[config.mk]
export PLATFORM = sky130hd
export DESIGN_NAME = timer_with_four_capture
export DESIGN_NICKNAME = d
export VERILOG_FILES = /design/src/rtl/timer_cap_pkg.sv /design/src/rtl/timer_with_four_capture.sv
export SDC_FILE = /design/constraint.sdc
export NUM_CORES = 1
export LEC_CHECK = 0
export BUFFER_PORTS_ARGS = -buffer_cell sky130_fd_sc_hd__buf_2
export CORE_MARGIN = 4
export CORE_UTILIZATION = 25
export DETAILED_ROUTE_END_ITERATION = 6
export PLACE_DENSITY = 0.52
export SLEW_MARGIN = 20
export SYNTH_ARGS = -nofsm -noshare
export SYNTH_HDL_FRONTEND = slang
export SYNTH_SLANG_ARGS = --single-unit
[constraint.sdc]
create_clock -name mclk_in -period 1.7 [get_ports mclk_in]
set_input_delay 0.17 -clock mclk_in [delete_from_list [all_inputs] [get_ports mclk_in]]
set_output_delay 0.17 -clock mclk_in [all_outputs]
set_load 0.01 [all_outputs]
[src/rtl/timer_cap_pkg.sv]
// constants for the four-channel capture timer
package timer_cap_pkg;
  localparam int count_width = 16;
  localparam int channels = 4;
  localparam int prescale_div = 4; // oscillator periods per instruction cycle
  localparam logic [15:0] count_reset = 16'h0000;
  localparam logic [15:0] period_reset = 16'hffff;
  // edge mode codes
  localparam logic [1:0] edge_rise = 2'h0;
  localparam logic [1:0] edge_fall = 2'h1;
  localparam logic [1:0] edge_rise4 = 2'h2;
  localparam logic [1:0] edge_rise16 = 2'h3;
  localparam logic [3:0] rise4_last = 4'h3;
  localparam logic [3:0] rise16_last = 4'hf;
endpackage

[src/rtl/timer_with_four_capture.sv]
// 16-bit timer with four capture channels and period mode
// Operation
// 16-bit count readable as high and low bytes
// source clear: count every instruction cycle
// source set: count external pin falling edges
// run bit clear stops count and flag
// mode bit selects period or four captures
// first pair is period or capture one
// qualified event copies count into channel pair
// four capture pins, one per pair
// edge: rise, fall, 4th rise, 16th rise
// channel flag set on each capture
// period match returns count to zero next tick
// timer flag set on return to zero
// interrupt request only when enable set
// software clears the timer flag
// two-bit edge mode code per channel
// external inputs synchronized before edge detection
`timescale 1ns/100ps
module timer_with_four_capture
(
  input wire logic mclk_in,
  input wire logic rst_n_in,
  input wire logic clock_source_select_in,
  input wire logic timer_run_in,
  input wire logic period_capture_mode_select_in,
  input wire logic timer_irq_enable_in,
  input wire logic timer_irq_flag_clear_in,
  input wire logic period_write_in,
  input wire logic [15:0] period_data_in,
  input wire logic [7:0] edge_mode_in,
  input wire logic [3:0] capture_flag_clear_in,
  input wire logic external_count_pin_in,
  input wire logic capture_pin_one_in,
  input wire logic capture_pin_two_in,
  input wire logic capture_pin_three_in,
  input wire logic capture_pin_four_in,
  output logic [7:0] timer_count_high_out,
  output logic [7:0] timer_count_low_out,
  output logic [7:0] period_or_capture1_high_out,
  output logic [7:0] period_or_capture1_low_out,
  output logic [47:0] capture_234_out,
  output logic timer_irq_flag_out,
  output logic [3:0] capture_flag_out,
  output logic timer_irq_out
);

  // ****************************************
  // state
  // ****************************************
  typedef struct packed {
    logic [1:0] presc;
    logic [15:0] count;
    logic [3:0][15:0] cap;
    logic [3:0][3:0] evcnt;
    logic [4:0] sync1;
    logic [4:0] sync2;
    logic [4:0] prev;
    logic tflag;
    logic [3:0] cflag;
  } state_type;

  state_type st;
  state_type next_st;
  logic [3:0] pins;
  logic tick;
  wire [3:0] fire;
  logic [4:0] rise;
  logic [4:0] fall;

  // ****************************************
  // elaboration checks
  // ****************************************
  // the prescaler is two bits and the channel fabric is fixed at four
  if (timer_cap_pkg::channels != 4)
  begin : g_bad_channels
    $error("only four channels supported");
  end
  if (timer_cap_pkg::prescale_div != 4)
  begin : g_bad_prescale
    $error("prescaler divides by four only");
  end
  if (timer_cap_pkg::count_width != 16)
  begin : g_bad_width
    $error("count must be sixteen bits");
  end

  // ****************************************
  // pin edges and timer clock
  // ****************************************
  assign pins = {capture_pin_four_in, capture_pin_three_in,
                 capture_pin_two_in, capture_pin_one_in};
  // edges judged only after the second stage
  assign rise = st.sync2 & ~st.prev;
  assign fall = ~st.sync2 & st.prev;
  // internal tick every fourth mclk, or external falling edge
  assign tick = timer_run_in & (clock_source_select_in ? fall[4]
    : (st.presc == 2'(timer_cap_pkg::prescale_div - 1)));

  // ****************************************
  // channel events
  // ****************************************
  // per-channel event qualification; one driver per bit of fire
  for (genvar i = 0; i < 4; i++)
  begin : g_ch
    logic [1:0] code;
    assign code = edge_mode_in[2*i +: 2];
    // divided modes fire when the rise counter ends its run
    assign fire[i] = (code == timer_cap_pkg::edge_rise) ? rise[i]
      : (code == timer_cap_pkg::edge_fall) ? fall[i]
      : (code == timer_cap_pkg::edge_rise4) ? (rise[i] &
        (st.evcnt[i][1:0] == timer_cap_pkg::rise4_last[1:0]))
      : (rise[i] & (st.evcnt[i] == timer_cap_pkg::rise16_last));
  end

  // ****************************************
  // next state
  // ****************************************
  // next-state logic
  always_comb
  begin
    next_st = st;
    next_st.sync1 = {external_count_pin_in, pins};
    next_st.sync2 = st.sync1;
    next_st.prev = st.sync2;
    next_st.presc = 2'(st.presc + 2'h1);
    // clear first, so that a set in the same cycle wins
    if (timer_irq_flag_clear_in)
      next_st.tflag = 1'b0;
    if (tick)
    begin
      // period match wraps on the following tick
      if (!period_capture_mode_select_in && st.count == st.cap[0])
      begin
        next_st.count = timer_cap_pkg::count_reset;
        next_st.tflag = 1'b1;
      end
      else
      begin
        next_st.count = 16'(st.count + 16'h0001);
        // free-running wrap in four-capture mode also flags
        if (st.count == 16'hffff)
          next_st.tflag = 1'b1;
      end
    end
    if (!period_capture_mode_select_in && period_write_in)
      next_st.cap[0] = period_data_in;
    for (int i = 0; i < 4; i++)
    begin
      if (rise[i])
        next_st.evcnt[i] = 4'(st.evcnt[i] + 4'h1);
      if (capture_flag_clear_in[i])
        next_st.cflag[i] = 1'b0;
      // channel one captures only in four-capture mode
      if (fire[i] && (i != 0 || period_capture_mode_select_in))
      begin
        next_st.cap[i] = st.count;
        next_st.cflag[i] = 1'b1;
      end
    end
  end

  // state register
  always_ff @(posedge mclk_in or negedge rst_n_in)
  begin
    if (!rst_n_in)
    begin
      st <= '0;
      st.cap[0] <= timer_cap_pkg::period_reset;
    end
    else
      st <= next_st;
  end

  // ****************************************
  // outputs
  // ****************************************
  assign timer_count_high_out = st.count[15:8];
  assign timer_count_low_out = st.count[7:0];
  assign period_or_capture1_high_out = st.cap[0][15:8];
  assign period_or_capture1_low_out = st.cap[0][7:0];
  assign capture_234_out = {st.cap[3], st.cap[2], st.cap[1]};
  assign timer_irq_flag_out = st.tflag;
  assign capture_flag_out = st.cflag;
  assign timer_irq_out = st.tflag & timer_irq_enable_in;
endmodule // timer_with_four_capture

==> results.yml <==
floorplan:
  die-width_um: 159
  die_area_um2: 25400
  rows: 55
  core_um2: 22600
  initial_core_util_pct: 25.4
  pin_count: 127
  die_h_um: 159
setup_path:
  critPathArrivalTime_ns: 2.03
  r2r_end: "capture_234_out[15]$_DFFE_PN0P_"
  rr_worst_depth: 5
  crit_path_end_kind: "flip-flop"
  crit_path_start_kind: "flip-flop"
  reg2reg_from: "st[24]$_DFFE_PN0P_"
  cp_max_fo: 7
  r2r_slack_ns: -0.04
  crit_required_ns: 1.99
  worstSetupPathType: "flip-flop to flip-flop"
timing:
  max_freq_mhz: 575
  rsz0062_at_grt: "yes"
  fin_skew_ns: 0.00913
  hold_viol_final: 0
  fin_crit_sh_pct: 102
  drv_slew: 0
  fin_crit_ns: 1.74
  setup_violations: 25
  max_slew_margin_pct: 67.8
  fin_ws_ns: -0.0398
  max_slew.worst_pin.slew_ns: 0.476
synth:
  synth_edf_count: 0
  ys_warn_count: 0
  ys_ff_latch: 118
  synth_fp_nets: 525
  synth_top_area_share_pct: 44.5
  synth_area_leaders: "dfrtp_1 45%, buf_4 11%, mux2_2 9.6%"
  synth-seq-area-share_pct: 51.8
  synth.distinct_cells: 44
  yosys.area.top_type: "dfrtp_1"
  synthArstFlopShare_pct: 100
  syn_area_um2: 5740
  avgSynthCellArea_um2: 12.0
  synthFlopType: "dfrtp_1"
  synth_cells: 478
layout:
  regArea_um2: 2970
  synthToLayoutAreaGrowth_pct: 28.1
  final_common_cell: "buf_2"
  fillers: 2305
  multiInputGateArea_um2: 2060
  drive_above_1_share_pct: 51.3
  stdcell_count: 882
  antenna_cells: 0
  mostFrequentLayoutCells: "125 x buf_2, 102 x dfrtp_1, 47 x buf_4"
  fin_nets: 631
place:
  dp_hpwl_um: 10700
  port_buffers: 126
  gp_congestion: 0.759
  dp_cells: 822
pwr:
  totalPowerFinal_mw: 8.85
  irDropWorstVdd_mv: 0.547
  p_per_area_nw_per_um2: 1200
  power_leakage_nw: 3.81
detailed_routing:
  remaining_drc_errors: 0
  drt_iter0_drc: 200
  wirelength_um: 15200
  postRouteAntennaNets: 0
  drtPass1Iterations: 4
  num_vias: 3827
  wl_per_cell_um: 17.3
  avgViaCountPerCell: 4.34
outcome:
  status: "finished with violations"
  violations: "setup timing"
cts:
  clock_latency_ns: 0.41
  htree_levels: 4
  cts_max_path_buffers: 2
  cts_buffers: 17
  cts_tree: "done"
  cts.sinks: 118
  cts_root_buf: "clkbuf_16"
  path_clk_slew_ns: 0.06
run:
  maxCapViolations: 0
min_path:
  whs_path_depth: 3
  hold_path_end: "capture_flag_out[0]$_DFFE_PN0P_"
  hp-class: "input pin to flip-flop"
  hold_start: "capture_flag_clear_in[0]"
grt:
  grt_max_degree: 46
  grt_usage_pct: 11.6
  grt-ovfl-total: 0
  grt_pass1_wl_um: 22900
  grt_pass1_vias: 3994
  antenna_found_initial: 2
[cell families (layout without fill, tap and decap cells)]
family / Yosys count / count (layout) / share of synthesized area (%)
mux: 51 / 51 / 9.97
simple gates: 93 / 93 / 9.32
compound gates: 54 / 54 / 7.68
flops: 118 / 118 / 51.8
fa+ha+maj: 6 / 6 / 1.31
buf+inv: 119 / 238 / 14.2
xor+xnor: 37 / 37 / 5.65
[per-stage QoR]
| step | setup TNS (ns) | worst slack, ns | utilization, % | hold slack, ns | instance area (µm²) |
|---|---|---|---|---|---|
| 2_1_floorplan | 0 | 0.0132 | - | -0.126 | 5740 |
| 3_3_place_gp | -0.806 | -0.0671 | 28.3 | 0.0942 | 6380 |
| 3_5_place_dp | -1.75 | -0.135 | 28.3 | 0.103 | 6380 |
| 4_1_cts | -0.502 | -0.0427 | 31.1 | 0.00778 | 7030 |
| 5_1_grt | -3.38 | -0.122 | 32.6 | 0.0454 | 7350 |
| 6_report | -0.322 | -0.0398 | 32.6 | 0.0333 | 7350 |
[registers in the layout, summed over array words and instances, names as in the netlist]
register,cells
capture_234_out,48
capture_flag_out,4
next_st,10
period_or_capture1_high_out,8
period_or_capture1_low_out,8
st,23
timer_count_high_out,8
timer_count_low_out,8
timer_irq_flag_out,1
[synthesized netlist by cell type (all sizes together), types with 3 or more instances]
cell type / instances
buf: 102
dfrtp: 102
mux2: 49
xor2: 20
nor2: 19
a21o: 17
xnor2: 17
a22o: 16
dfstp: 16
nand2: 14
o21ai: 12
clkbuf: 11
nand4: 10
and3: 9
nor3: 9
nand3: 8
nor2b: 8
ha: 6
inv: 6
nand2b: 4
a31oi: 3
nor4: 3
nor4bb: 3
[where the power goes]
group	leakage, nW	internal [mW]	total (mW)	switching (mW)
Clock	0.263	2.07	3.32	1.25
Sequential	1.48	3.28	3.61	0.329
Combinational	2.07	1.06	1.91	0.852
[repair_timing]
item | 4_1_cts | 5_1_grt
setup buffers | 0 | 17
resized for setup | 3 | 38
gates cloned | 0 | 3
pin swaps | 1 | 8
setup endpoints to repair | 17 | 63
hold buffers | 9 | 0
endpoints found under the hold margin | 42 | 0
[final cells by class]
type | instances | area share, %
flip-flops and latches | 118 | 40.4
clock inverters | 9 | 1.06
repair buffers | 200 | 18.9
inverters | 6 | 0.306
well taps | 285 | 4.85
multi-input cells | 241 | 28.0
clock buffers | 23 | 6.37
[critical path, stage by stage, from the launching register on]
cell and delay, ns:
dfrtp_1 0.40, ha_2 0.19, nand2b_4 0.14, a31oi_4 0.32, clkbuf_16 0.23, mux2_2 0.33
[routing by layer]
metal | wire (µm) | GRT usage (%)
met5 | 21 | 0
met2 | 7220 | 18.2
met3 | 1010 | 4.58
met1 | 6840 | 14.6
met4 | 129 | 3.67
[how the worst max path moves through the flow]
stage	start	end	slack, ns	cells past startpoint
floorplan	timer_count_high_out[7]$_DFFE_PN0N_	timer_count_low_out[6]$_DFFE_PN0N_	0.01	7
global placement	timer_count_low_out[5]$_DFFE_PN0N_	timer_count_high_out[7]$_DFFE_PN0N_	-0.07	6
detailed placement	period_or_capture1_low_out[6]$_DFFE_PN1P_	timer_count_high_out[1]$_DFFE_PN0N_	-0.13	6
CTS	period_or_capture1_low_out[7]$_DFFE_PN1P_	timer_count_high_out[1]$_DFFE_PN0N_	-0.04	6
global route	period_or_capture1_low_out[7]$_DFFE_PN1P_	timer_irq_flag_out$_DFF_PN0_	-0.12	6
finish	st[24]$_DFFE_PN0P_	capture_234_out[15]$_DFFE_PN0P_	-0.04	5
Note: power is estimated with default switching activity, not from simulation.
